$ cat src/rtm_pkg.sv
// Constants and carrier types for the RF trim and test-mode register block.
// Assumes a 32-bit classic Wishbone bus with byte addresses.
package rtm_pkg;

  // Register byte addresses
  localparam logic [31:0] RTM_ADR_TX_SYNTH   = 32'h40019000;
  localparam logic [31:0] RTM_ADR_RX_SYNTH   = 32'h40019004;
  localparam logic [31:0] RTM_ADR_RX_GAIN    = 32'h4001900C;
  localparam logic [31:0] RTM_ADR_TX_POWER   = 32'h40019010;
  localparam logic [31:0] RTM_ADR_TX_TRIM    = 32'h40019094;
  localparam logic [31:0] RTM_ADR_UNLOCK     = 32'h4001F000;
  localparam logic [31:0] RTM_ADR_PRE_EN     = 32'h4001F004;
  localparam logic [31:0] RTM_ADR_OVR_VAL    = 32'h4001F008;
  localparam logic [31:0] RTM_ADR_LOCK_STAT  = 32'h4001F00C;
  localparam logic [31:0] RTM_ADR_TEST_MUX   = 32'h4001F100;
  localparam logic [31:0] RTM_ADR_REROUTE    = 32'h4001F128;

  // Reset values and the unlock key
  localparam logic [31:0] RTM_RST_ZERO       = 32'h00000000;
  localparam logic [31:0] RTM_RST_UNLOCK     = 32'hA1313F21;
  localparam logic [31:0] RTM_UNLOCK_KEY     = 32'h5ECEC0DE;

  // Writable-bit masks; all other bits read as zero
  localparam logic [31:0] RTM_MASK_GAIN      = 32'h00000001;
  localparam logic [31:0] RTM_MASK_POWER     = 32'h000000FF;
  localparam logic [31:0] RTM_MASK_TRIM      = 32'h0000000F;
  localparam logic [31:0] RTM_MASK_FUNC      = 32'h000005EF;
  localparam logic [31:0] RTM_MASK_MUX       = 32'h0FFFF000;
  localparam logic [31:0] RTM_MASK_REROUTE   = 32'h0003FFC0;

  // Field positions
  localparam int RTM_INT_LSB        = 24;
  localparam int RTM_INT_W          = 8;
  localparam int RTM_FRAC_W         = 24;
  localparam int RTM_FUNC_W         = 11;
  localparam int RTM_MUX_W          = 4;
  localparam int RTM_MUX6_LSB       = 12;
  localparam int RTM_RR_W           = 3;
  localparam int RTM_RR6_LSB        = 6;
  localparam int RTM_STAT_UNLOCKED  = 0;
  localparam int RTM_STAT_PIN       = 1;

  // Pad numbering of the test outputs (pads 4 to 10)
  localparam int          RTM_PAD_FIRST = 4;
  localparam int          RTM_PAD_CNT   = 7;
  localparam int          RTM_SRC_CNT   = 4;
  localparam logic [3:0]  RTM_PAD_BASE  = 4'h6;

  // Mux codes that select an oscillator clock
  localparam logic [3:0]  RTM_MUX9_CLK  = 4'h3;
  localparam logic [3:0]  RTM_MUX_CLK   = 4'h2;

  // Re-route codes
  localparam logic [2:0]  RTM_RR_NONE   = 3'h0;
  localparam logic [2:0]  RTM_RR_BAD    = 3'h7;
  localparam logic [3:0]  RTM_RR_OFFSET = 4'h3;

  typedef enum logic {rtm_locked, rtm_unlocked} rtm_lock_type;

  typedef struct packed {
    logic        cyc;
    logic        stb;
    logic        we;
    logic [31:0] adr;
    logic [3:0]  sel;
    logic [31:0] dat;
  } rtm_wb_req_type;

  typedef struct packed {
    logic        ack;
    logic [31:0] dat;
  } rtm_wb_rsp_type;

  typedef struct packed {
    logic [7:0]  int_word;
    logic [23:0] frac_word;
  } rtm_synth_type;

endpackage

$ cat src/rtm_core.sv
// Register bank for RF synthesizer, gain, power and trim settings, plus the
// locked test-mode controller with override, test-mux and pad re-route logic.
// Assumes one 25 MHz clock; oscillator clocks and pins are sampled as
// synchronous inputs.
//
// Local design decision: the Wishbone interface to the registers.
`timescale 1ns/100ps

// What this block does
// - Only exact key 0x5ECEC0DE unlocks test state
// - Key ignored unless test-access pin high
// - Test registers writable only pin high, unlocked
// - Pre-enable bits 10,8,7,6,5,3..0 per function
// - Override value bits share pre-enable positions
// - Override applies only unlocked and pre-enabled
// - Pad 9 mux code 0011 gives internal 32k
// - Pad 8 mux code 0010 gives crystal 32M
// - Pad 7 internal 32M, pad 6 crystal 32k
// - Re-route codes pick pads 4..10 skipping own
// - Re-routed signal stays on its original pad
// - Transmit synth integer and fraction words, reset 0
// - Receive synth integer and fraction words, reset 0
// - Bit 0 selects high low-noise amplifier gain
// - Eight-bit transmit power, 0x14 maximum; higher codes are stored as written
// - Four-bit transmit tune trim to tank
module rtm_core (
  input  wire logic                  clock,
  input  wire logic                  rst_n,
  input  wire rtm_pkg::rtm_wb_req_type wb_req,
  output rtm_pkg::rtm_wb_rsp_type    wb_rsp,
  input  wire logic                  test_access_pin,
  input  wire logic [10:0]           normal_func_en,
  input  wire logic                  osc_int_32k,
  input  wire logic                  osc_xtal_32m,
  input  wire logic                  osc_int_32m,
  input  wire logic                  osc_xtal_32k,
  output rtm_pkg::rtm_synth_type     tx_synth,
  output rtm_pkg::rtm_synth_type     rx_synth,
  output logic                       lna_high_gain,
  output logic [7:0]                 tx_power,
  output logic [3:0]                 tx_tune_trim,
  output logic [10:0]                func_en,
  output logic [6:0]                 general_pad_out,
  output logic [6:0]                 general_pad_test_en
);

  function automatic logic [31:0] rtm_merge(
    input logic [31:0] old_val,
    input logic [31:0] new_val,
    input logic [3:0]  sel,
    input logic [31:0] mask
  );
    logic [31:0] res;
    res = old_val;
    for (int b = 0; b < 4; b++) begin
      if (sel[b]) begin
        res[b*8 +: 8] = new_val[b*8 +: 8];
      end
    end
    return res & mask;
  endfunction

  // Destination pad number of a re-route code, zero for none
  function automatic logic [3:0] rtm_dest(
    input logic [3:0] own_pad,
    input logic [2:0] code
  );
    logic [3:0] d;
    d = 4'h0;
    if (code != rtm_pkg::RTM_RR_NONE && code != rtm_pkg::RTM_RR_BAD) begin
      d = {1'b0, code} + rtm_pkg::RTM_RR_OFFSET;
      if (d >= own_pad) begin
        d = d + 4'h1;
      end
    end
    return d;
  endfunction

  logic [31:0]           tx_synth_words;
  logic [31:0]           rx_synth_words;
  logic [31:0]           rx_gain_control;
  logic [31:0]           tx_power_level;
  logic [31:0]           tx_tune_trim_reg;
  logic [31:0]           test_unlock_key;
  logic [31:0]           override_pre_enable;
  logic [31:0]           override_values;
  logic [31:0]           pad_test_signal_mux;
  logic [31:0]           pad_reroute_select;
  rtm_pkg::rtm_lock_type lock_state;
  rtm_pkg::rtm_lock_type next_lock_state;
  logic                  ack;

  // Bus decode
  wire        bus_req      = wb_req.cyc & wb_req.stb & ~ack;
  // Writes land at the edge where the master samples ack, while it still holds the request
  wire        bus_wr       = wb_req.cyc & wb_req.stb & wb_req.we & ack;
  wire        hit_tx_synth = wb_req.adr == rtm_pkg::RTM_ADR_TX_SYNTH;
  wire        hit_rx_synth = wb_req.adr == rtm_pkg::RTM_ADR_RX_SYNTH;
  wire        hit_rx_gain  = wb_req.adr == rtm_pkg::RTM_ADR_RX_GAIN;
  wire        hit_tx_power = wb_req.adr == rtm_pkg::RTM_ADR_TX_POWER;
  wire        hit_tx_trim  = wb_req.adr == rtm_pkg::RTM_ADR_TX_TRIM;
  wire        hit_unlock   = wb_req.adr == rtm_pkg::RTM_ADR_UNLOCK;
  wire        hit_pre_en   = wb_req.adr == rtm_pkg::RTM_ADR_PRE_EN;
  wire        hit_ovr_val  = wb_req.adr == rtm_pkg::RTM_ADR_OVR_VAL;
  wire        hit_stat     = wb_req.adr == rtm_pkg::RTM_ADR_LOCK_STAT;
  wire        hit_mux      = wb_req.adr == rtm_pkg::RTM_ADR_TEST_MUX;
  wire        hit_reroute  = wb_req.adr == rtm_pkg::RTM_ADR_REROUTE;
  wire        is_unlocked  = lock_state == rtm_pkg::rtm_unlocked;
  // Unlock is judged on the state before this write takes effect
  wire        test_wr_ok   = test_access_pin & is_unlocked;
  wire [31:0] key_written  = rtm_merge(test_unlock_key, wb_req.dat, wb_req.sel, '1);
  wire        key_match    = key_written == rtm_pkg::RTM_UNLOCK_KEY;
  wire        key_accept   = bus_wr & hit_unlock & key_match & test_access_pin;

  wire [31:0] status_word  = {30'h0, test_access_pin, is_unlocked};

  wire [31:0] read_data =
    hit_tx_synth ? tx_synth_words      :
    hit_rx_synth ? rx_synth_words      :
    hit_rx_gain  ? rx_gain_control     :
    hit_tx_power ? tx_power_level      :
    hit_tx_trim  ? tx_tune_trim_reg    :
    hit_unlock   ? test_unlock_key     :
    hit_pre_en   ? override_pre_enable :
    hit_ovr_val  ? override_values     :
    hit_stat     ? status_word         :
    hit_mux      ? pad_test_signal_mux :
    hit_reroute  ? pad_reroute_select  :
    32'h00000000;

  // Lock state
  always_comb begin
    next_lock_state = lock_state;
    unique case (lock_state)
      rtm_pkg::rtm_locked: begin
        if (key_accept) begin
          next_lock_state = rtm_pkg::rtm_unlocked;
        end
      end
      rtm_pkg::rtm_unlocked: begin
        // Wrong keys while unlocked are ignored, as in the locked state
        if (!test_access_pin) begin
          next_lock_state = rtm_pkg::rtm_locked;
        end
      end
    endcase
  end

  always_ff @(posedge clock or negedge rst_n) begin
    if (!rst_n) begin
      lock_state <= rtm_pkg::rtm_locked;
    end else begin
      lock_state <= next_lock_state;
    end
  end

  // Bus answer: one cycle after the request, dropped the next cycle
  always_ff @(posedge clock or negedge rst_n) begin
    if (!rst_n) begin
      ack        <= 1'b0;
      wb_rsp.ack <= 1'b0;
      wb_rsp.dat <= 32'h00000000;
    end else begin
      ack        <= bus_req;
      wb_rsp.ack <= bus_req;
      wb_rsp.dat <= bus_req ? read_data : 32'h00000000;
    end
  end

  // RF settings, always writable
  always_ff @(posedge clock or negedge rst_n) begin
    if (!rst_n) begin
      tx_synth_words <= rtm_pkg::RTM_RST_ZERO;
    end else if (bus_wr && hit_tx_synth) begin
      tx_synth_words <= rtm_merge(tx_synth_words, wb_req.dat, wb_req.sel, '1);
    end
  end

  always_ff @(posedge clock or negedge rst_n) begin
    if (!rst_n) begin
      rx_synth_words <= rtm_pkg::RTM_RST_ZERO;
    end else if (bus_wr && hit_rx_synth) begin
      rx_synth_words <= rtm_merge(rx_synth_words, wb_req.dat, wb_req.sel, '1);
    end
  end

  always_ff @(posedge clock or negedge rst_n) begin
    if (!rst_n) begin
      rx_gain_control <= rtm_pkg::RTM_RST_ZERO;
    end else if (bus_wr && hit_rx_gain) begin
      rx_gain_control <= rtm_merge(rx_gain_control, wb_req.dat, wb_req.sel,
                                   rtm_pkg::RTM_MASK_GAIN);
    end
  end

  always_ff @(posedge clock or negedge rst_n) begin
    if (!rst_n) begin
      tx_power_level <= rtm_pkg::RTM_RST_ZERO;
    end else if (bus_wr && hit_tx_power) begin
      // Codes above the maximum are stored as written
      tx_power_level <= rtm_merge(tx_power_level, wb_req.dat, wb_req.sel,
                                  rtm_pkg::RTM_MASK_POWER);
    end
  end

  always_ff @(posedge clock or negedge rst_n) begin
    if (!rst_n) begin
      tx_tune_trim_reg <= rtm_pkg::RTM_RST_ZERO;
    end else if (bus_wr && hit_tx_trim) begin
      tx_tune_trim_reg <= rtm_merge(tx_tune_trim_reg, wb_req.dat, wb_req.sel,
                                    rtm_pkg::RTM_MASK_TRIM);
    end
  end

  // Key register keeps whatever was last written; only the lock state matters
  always_ff @(posedge clock or negedge rst_n) begin
    if (!rst_n) begin
      test_unlock_key <= rtm_pkg::RTM_RST_UNLOCK;
    end else if (bus_wr && hit_unlock) begin
      test_unlock_key <= key_written;
    end
  end

  // Guarded test registers
  always_ff @(posedge clock or negedge rst_n) begin
    if (!rst_n) begin
      override_pre_enable <= rtm_pkg::RTM_RST_ZERO;
    end else if (bus_wr && hit_pre_en && test_wr_ok) begin
      override_pre_enable <= rtm_merge(override_pre_enable, wb_req.dat, wb_req.sel,
                                       rtm_pkg::RTM_MASK_FUNC);
    end
  end

  always_ff @(posedge clock or negedge rst_n) begin
    if (!rst_n) begin
      override_values <= rtm_pkg::RTM_RST_ZERO;
    end else if (bus_wr && hit_ovr_val && test_wr_ok) begin
      override_values <= rtm_merge(override_values, wb_req.dat, wb_req.sel,
                                   rtm_pkg::RTM_MASK_FUNC);
    end
  end

  always_ff @(posedge clock or negedge rst_n) begin
    if (!rst_n) begin
      pad_test_signal_mux <= rtm_pkg::RTM_RST_ZERO;
    end else if (bus_wr && hit_mux && test_wr_ok) begin
      pad_test_signal_mux <= rtm_merge(pad_test_signal_mux, wb_req.dat, wb_req.sel,
                                       rtm_pkg::RTM_MASK_MUX);
    end
  end

  always_ff @(posedge clock or negedge rst_n) begin
    if (!rst_n) begin
      pad_reroute_select <= rtm_pkg::RTM_RST_ZERO;
    end else if (bus_wr && hit_reroute && test_wr_ok) begin
      pad_reroute_select <= rtm_merge(pad_reroute_select, wb_req.dat, wb_req.sel,
                                      rtm_pkg::RTM_MASK_REROUTE);
    end
  end

  // Function enables: override only when unlocked and pre-enabled
  wire [10:0] ovr_active = override_pre_enable[10:0] & {11{is_unlocked}};
  wire [10:0] next_func_en = (ovr_active & override_values[10:0]) |
                             (~ovr_active & normal_func_en);

  // Test-mux sources, index 0..3 for pads 6..9
  wire [3:0] mux_code [rtm_pkg::RTM_SRC_CNT];
  wire [2:0] rr_code  [rtm_pkg::RTM_SRC_CNT];
  wire [3:0] src_on;
  wire [3:0] src_val = {osc_int_32k, osc_xtal_32m, osc_int_32m, osc_xtal_32k};

  for (genvar s = 0; s < rtm_pkg::RTM_SRC_CNT; s++) begin : g_src
    assign mux_code[s] = pad_test_signal_mux[rtm_pkg::RTM_MUX6_LSB + s*rtm_pkg::RTM_MUX_W +: rtm_pkg::RTM_MUX_W];
    assign rr_code[s]  = pad_reroute_select[rtm_pkg::RTM_RR6_LSB + s*rtm_pkg::RTM_RR_W +: rtm_pkg::RTM_RR_W];
  end

  assign src_on[3] = is_unlocked & (mux_code[3] == rtm_pkg::RTM_MUX9_CLK);
  assign src_on[2] = is_unlocked & (mux_code[2] == rtm_pkg::RTM_MUX_CLK);
  assign src_on[1] = is_unlocked & (mux_code[1] == rtm_pkg::RTM_MUX_CLK);
  assign src_on[0] = is_unlocked & (mux_code[0] == rtm_pkg::RTM_MUX_CLK);

  logic [6:0] next_pad_en;
  logic [6:0] next_pad_val;

  // Overlapping routes onto one pad are ORed; software should avoid that
  always_comb begin
    logic [3:0] own;
    logic [3:0] pad_num;
    logic [3:0] dest;
    own     = 4'h0;
    pad_num = 4'h0;
    dest    = 4'h0;
    next_pad_en  = 7'h00;
    next_pad_val = 7'h00;
    for (int p = 0; p < rtm_pkg::RTM_PAD_CNT; p++) begin
      pad_num = 4'(p + rtm_pkg::RTM_PAD_FIRST);
      for (int s = 0; s < rtm_pkg::RTM_SRC_CNT; s++) begin
        own  = rtm_pkg::RTM_PAD_BASE + 4'(s);
        dest = rtm_dest(own, rr_code[s]);
        if (src_on[s] && (own == pad_num || dest == pad_num)) begin
          next_pad_en[p]  = 1'b1;
          next_pad_val[p] = next_pad_val[p] | src_val[s];
        end
      end
    end
  end

  // Registered outputs
  always_ff @(posedge clock or negedge rst_n) begin
    if (!rst_n) begin
      func_en             <= 11'h000;
      general_pad_out     <= 7'h00;
      general_pad_test_en <= 7'h00;
    end else begin
      func_en             <= next_func_en;
      general_pad_out     <= next_pad_val;
      general_pad_test_en <= next_pad_en;
    end
  end

  always_ff @(posedge clock or negedge rst_n) begin
    if (!rst_n) begin
      tx_synth      <= '0;
      rx_synth      <= '0;
      lna_high_gain <= 1'b0;
      tx_power      <= 8'h00;
      tx_tune_trim  <= 4'h0;
    end else begin
      tx_synth      <= tx_synth_words;
      rx_synth      <= rx_synth_words;
      lna_high_gain <= rx_gain_control[0];
      tx_power      <= tx_power_level[7:0];
      tx_tune_trim  <= tx_tune_trim_reg[3:0];
    end
  end

endmodule

$ cat config.mk
export PLATFORM = sky130hd
export DESIGN_NAME = rtm_core
export DESIGN_NICKNAME = d
export VERILOG_FILES = /design/src/rtm_pkg.sv /design/src/rtm_core.sv
export SDC_FILE = /design/constraint.sdc
export NUM_CORES = 1
export LEC_CHECK = 0
export BUFFER_PORTS_ARGS = -buffer_cell sky130_fd_sc_hd__buf_2
export CORE_MARGIN = 2
export CORE_UTILIZATION = 29
export CTS_CLUSTER_DIAMETER = 120
export DETAILED_ROUTE_END_ITERATION = 10
export PLACE_DENSITY = 0.58
export SLEW_MARGIN = 40
export SYNTH_ARGS = -nofsm -noshare
export SYNTH_HDL_FRONTEND = slang
export SYNTH_SLANG_ARGS = --single-unit
export TNS_END_PERCENT = 20
$ cat constraint.sdc
create_clock -name clock -period 2.3 [get_ports clock]
set_input_delay 0.345 -clock clock [delete_from_list [all_inputs] [get_ports clock]]
set_output_delay 0.345 -clock clock [all_outputs]
set_load 0.05 [all_outputs]
### Word-level counts from Yosys, hierarchy flattened

Cells that the tools add are included.

* flip-flop bits (word level): 291
* bits of input ports: 89
* output and inout port bits: 135
* logic and storage cells: 281

* $add $sub $neg: 8
* $lt $le $gt $ge: 4
* eq/ne operators: 44
* multiplexer cells: 83
* bitwise gates (word level): 40
* reduce and logical (&&, ||, !) cells: 67

Operators by type and width (number)
* $eq A32 B31 Y1 const B: 12
* $mux W32: 7
* $mux W28: 4
* $mux W1: 58
* $eq A4 B3 Y1 const B: 14
* $logic_and A1 B1 Y1: 42
* $reduce_and A2 Y1: 21
* $eq A4 B4 Y1 const B: 10
* $and A11 B11 Y11: 3
* $mux W4: 8
* $mux W8: 4
* $or A1 B1 Y1: 21
* $mux W18: 1
* $add A3 B2 Y4 const B: 4
* $add A4 B1 Y4 const B: 4
* $eq A4 B2 Y1 const B: 4
* $and A1 B1 Y1: 12
* $ne A3 B3 Y1 const B: 4
* $reduce_bool A3 Y1: 4
* $not A11 Y11: 1
* $or A11 B11 Y11: 1
* $ge A4 B3 Y1 const B: 2
* $ge A4 B4 Y1 const B: 2
* $not A1 Y1: 2
* $pmux W1 S2: 1

### Logic depth before layout (Yosys ltp)

* word-level depth: 13
* gate-level depth with buffers: 9
* mapped depth without buffers: 8

### Least setup slack after synthesis

No wires, ideal clock.

* path type: input port to flip-flop
* start: input wb_req[47] (netlist name)
* end: register override_pre_enable[0]
* library setup time: 125 ps
* data arrival time: 2171 ps
* required time: 2175 ps
* slack: 5 ps
* cell stages on the path: 5
* buffers on the path: 0
* path through: or4bb_1 -> nor4_4 -> nand2_2 -> nor3_2 -> mux2_2

* longest elaborated chain between the ends: 4

RTL lines
* from (decl): line rtm_core.sv:29 `input wire rtm_pkg::rtm_wb_req_type wb_req,`
* $eq A32 B31 Y1: line rtm_core.sv:103 `wire hit_pre_en = wb_req.adr == rtm_pkg::RTM_ADR_PRE_EN;`
* $logic_and A1 B1 Y1 (2 in series): line rtm_core.sv:228 `end else if (bus_wr && hit_pre_en && test_wr_ok) begin`
* $reduce_and A2 Y1 (no source line)
* to (signal assigned): line rtm_core.sv:227 `override_pre_enable <= rtm_pkg::RTM_RST_ZERO;`
* to (signal assigned): line rtm_core.sv:229 `override_pre_enable <= rtm_merge(override_pre_enable, wb_req.dat, wb_req.sel,`
* to (decl): line rtm_core.sv:85 `logic [31:0] override_pre_enable;`

Every way passes these cells.
A chain may end at the register's enable or synchronous reset.

### Final worst setup path

* start: register pad_reroute_select[6]
* end: register general_pad_test_en[4]

* longest elaborated chain between the ends: 10
* elaborated cells between the ends (all ways): 14
* those cells by class: add/sub: 2; order compare: 1; eq/ne: 2; mux: 6; reduce/logical: 3

RTL lines
* from (decl): line rtm_core.sv:88 `logic [31:0] pad_reroute_select;`
* from (signal assigned): line rtm_core.sv:254 `pad_reroute_select <= rtm_pkg::RTM_RST_ZERO;`
* from (signal assigned): line rtm_core.sv:256 `pad_reroute_select <= rtm_merge(pad_reroute_select, wb_req.dat, wb_req.sel,`
* $add A3 B2 Y4: line rtm_core.sv:71 `d = {1'b0, code} + rtm_pkg::RTM_RR_OFFSET;`
* $add A4 B1 Y4 or $ge A4 B3 Y1 (tied branches): line rtm_core.sv:73, rtm_core.sv:72
* $mux W4: line rtm_core.sv:72 `if (d >= own_pad) begin`
* $mux W4 *: line rtm_core.sv:70 `if (code != rtm_pkg::RTM_RR_NONE && code != rtm_pkg::RTM_RR_BAD) begin`
* $eq A4 B4 Y1 *: line rtm_core.sv:300 `if (src_on[s] && (own == pad_num || dest == pad_num)) begin`
* $logic_and A1 B1 Y1 *: line rtm_core.sv:300
* $mux W1 * (4 in series): line rtm_core.sv:300
* net next_pad_en[4]: line rtm_core.sv:282 `logic [6:0] next_pad_en;`
* to (signal assigned): line rtm_core.sv:317 `general_pad_test_en <= next_pad_en;`
* to (decl): line rtm_core.sv:44 `output logic [6:0] general_pad_test_en`

The timed path passes the listed nets; every way through them passes the cells marked *.

==> impl_results.md <==
- Status: complete, no violations
- Synth area leaders: dfrtp_1 55%, mux2_2 13%, dfstp_2 2.9%, mux2_1 2.2%, nand2_1 1.7%
- Sink Count: 291
- Final hold violations: 0
- Die Width: 212 um
- Post-synth ARST share: 100%
- RSZ-0062 raised after global routing: true
- CTS H-Tree Depth: 1
- Clock buffer count from CTS: 31
- Critical path's top delay family: compound AO/OA/AOI/OAI gates
- Sequential fraction of the synthesis area: 58.2%
- CTS max path bufs: 3
- Pwr dens: 647 mW/mm2
- Critical-path cell list: buf_4 > ha_1 > inv_1 > nand2_1 > o32a_1 > o22a_1 > a221oi_2 > o31ai_1
- Min Hold Slack: 21.7 ps
- Routed WL: 40,100 um
- Area of the mapped netlist: 0.0125 mm2
- CTS root buffer: clkbuf_16
- Synthesized net count: 1,078
- # IOs: 224
- Final core occ: 38.0%
- Type of the worst setup path: register to register
- Peak Freq: 0.437 GHz
- WP buf/inv: 2
- HPWL reported at the end of detailed placement: 30,200 um
- Die Footprint: 0.0449 mm2
- Initial DRC Count: 780
- Ys Warns: 0
- Least-Margin Pin Slew: 501 ps
- Max cap viols: 0
- Placeable Area: 0.0429 mm2
- Via/cell ratio: 4.99
- Final WS setup: 10.8 ps
- Max_slew headroom: 65.8%
- Sum of negative setup slack: 0 ps
- DR pass1 iterations: 6
- Crit-path max FO: 8
- Row count: 76
- Clock slew at reported path FFs: 70 ps
- Die height: 212 um
- Worst hold-check path type: input pin to register
- Critical Path AT: 2710 ps
- Seq cells post-synth: 291
- Layout cell share with drive strength beyond 1: 43.1%
- Critical Path RT: 2720 ps
- Max VDD drop: 0.605 mV
- # setup viols final: 0
- Non-filler cells, final: 1,919
- Main combinational cell family by area after synthesis: multiplexers
- Multiplexer share of the synthesized area: 15.5%
- Pins over their slew limit: 0
- Pre-CTS WS: -284 ps
- IO buf count: 223
- Initial antenna violation count: 3
- Vias in the first global route: 9,764
- Clk Latency, worst-skew pair: 570 ps
- Clk_skew: 12.4 ps
- Synth top area share: 55.2%
- Yosys top cell by area: dfrtp_1
- Area growth, synth to finish: 29.8%
- Reg area: 0.00730 mm2
- Final #Nets: 1,409
- Total GRT Usage: 17.7%
- Post-Synth XOR/XNOR Area: 0.279%
- GR Overflow Total: 0
- Adder-cell share of the synthesized area: 0.997%
- Synth Area in Compound Gates: 10.6%
- Via count: 9,570
- Number of flops mapped to enable cells by yosys: 0
- Min cycle time layout: 2290 ps
- Synthesized instance count: 979
- Leakage power: 7.95 nW
- Post-synth cell types: 80
- ANT nets after route: 0
- Initial Utilization: 29.3%
- Placer Congestion: 0.867
- Syn_area_per_cell: 12.8 um2
- Post-synth top flop: dfrtp_1
- First-pass GRT wire length: 59,800 um
- Critical path's slowest cell: dfrtp_1
- DRC viols: 0
- Final cycle utilization of the critical path: 99.5%
- Largest net degree at the start of global routing: 70
- Crit start category: register
- Crit end category: register
- Routed WL per cell: 20.9 um
- Placed cells: 1,857
- FF-to-FF setup slack: 10 ps
- Area occupied by multi-input gates: 0.00505 mm2
- Slowest stage delay, CP: 410 ps
- CTS tree: yes
- Simple-gate share of the synthesized area: 12.6%
- Fillers: 4,224
layout make-up:
class,instances,share of cell area (%)
clock buffers,47,5.32
clock inverters,8,0.745
repair buffers,337,13.2
multi-input cells,632,31.0
flip-flops and latches,291,44.8
diodes,2,0.0307
inverters,17,0.392
well taps,585,4.49
cell families (layout without fill, tap and decap cells):
logic type      count (synthesis)  in the layout
flops                         291            291
buf+inv                        56            409
compound gates                191            191
xor+xnor                        4              4
mux                           172            172
other cells                     0              2
simple gates                  255            255
fa+ha+maj                      10             10
routing by layer:
metal / vias up / wire (um) / track usage (%)
met4: 0 / 913 / 5.00
met5: - / 0 / 0
met2: 338 / 18900 / 28.8
met1: 4845 / 18000 / 24.2
li1: 4332 / - / -
met3: 55 / 2320 / 3.03
worst register-to-register path, cell delays in order (launching register included):
cell and delay, ps:
dfrtp_1 410, buf_4 180, ha_1 250, inv_1 110, nand2_1 110, o32a_1 320, o22a_1 290, a221oi_2 310
o31ai_1 150
worst paths after layout:
| path | cells after the start | to | start |
|---|---|---|---|
| max reg2reg | 8 | general_pad_test_en[4] | pad_reroute_select[6] |
| min in group asynchronous | 2 | tx_tune_trim[0] | rst_n |
| min | 2 | func_en[1] | normal_func_en[1] |
| min reg2reg | 0 | tx_synth[16] | tx_synth_words[16] |
| max | 8 | general_pad_test_en[4] | pad_reroute_select[6] |
| max in group asynchronous | 3 | test_unlock_key[21] | rst_n |
placed cells by master, fill, tap and decap left out, drive strengths merged, types with 4 or more instances in the layout:
cell type and instances:
buf 332, dfrtp 277, mux2 165, nand2 61
nor2 52, clkbuf 47, a21oi 42, o21ai 38
nand3 22, a22oi 20, inv 18, nor3 18
nor2b 15, dfstp 14, nor4 14, a22o 11
nand4 11, and3 10, a211oi 10, ha 10
a222oi 9, nor3b 8, and2 7, o211ai 7
nor4b 7, a32o 6, mux2i 6, a221oi 6
a31oi 6, and4 5, o22ai 5, dlygate4sd3 5
or3 4, o2bb2ai 4, and4b 4, nand2b 4
timing repair:
action | CTS | global route
hold endpoints to repair | 48 | 0
setup buffers | 0 | 0
resized for setup | 2 | 5
hold buffers | 5 | 0
pin swaps | 0 | 2
setup endpoints to repair | 2 | 9
report_power, final:
group | internal, W | switching (W) | total, W
clock network | 0.00291 | 0.00199 | 0.00490
registers | 0.00513 | 0.00000333 | 0.00514
logic | 0.000151 | 0.000344 | 0.000495
through the flow:
stage	area, um2	total power [W]
after floorplan	12500	0.00537
after global placement	15200	0.00572
after detailed placement	15200	0.00572
after CTS	16300	0.0107
after global routing	16300	0.0109
final	16300	0.0105
synthesized netlist by cell type (13+ instances only):
cell type,count
buf_2,13
inv_1,17
nand2_1,58
dfrtp_1,277
dfstp_2,14
mux2_2,141
nor2b_1,15
nand3_1,15
o21ai_0,38
a22oi_1,20
a21oi_1,42
clkbuf_1,22
mux2_1,24
nor3_1,15
nor2_1,46
Note: power is estimated with default switching activity, not from simulation.
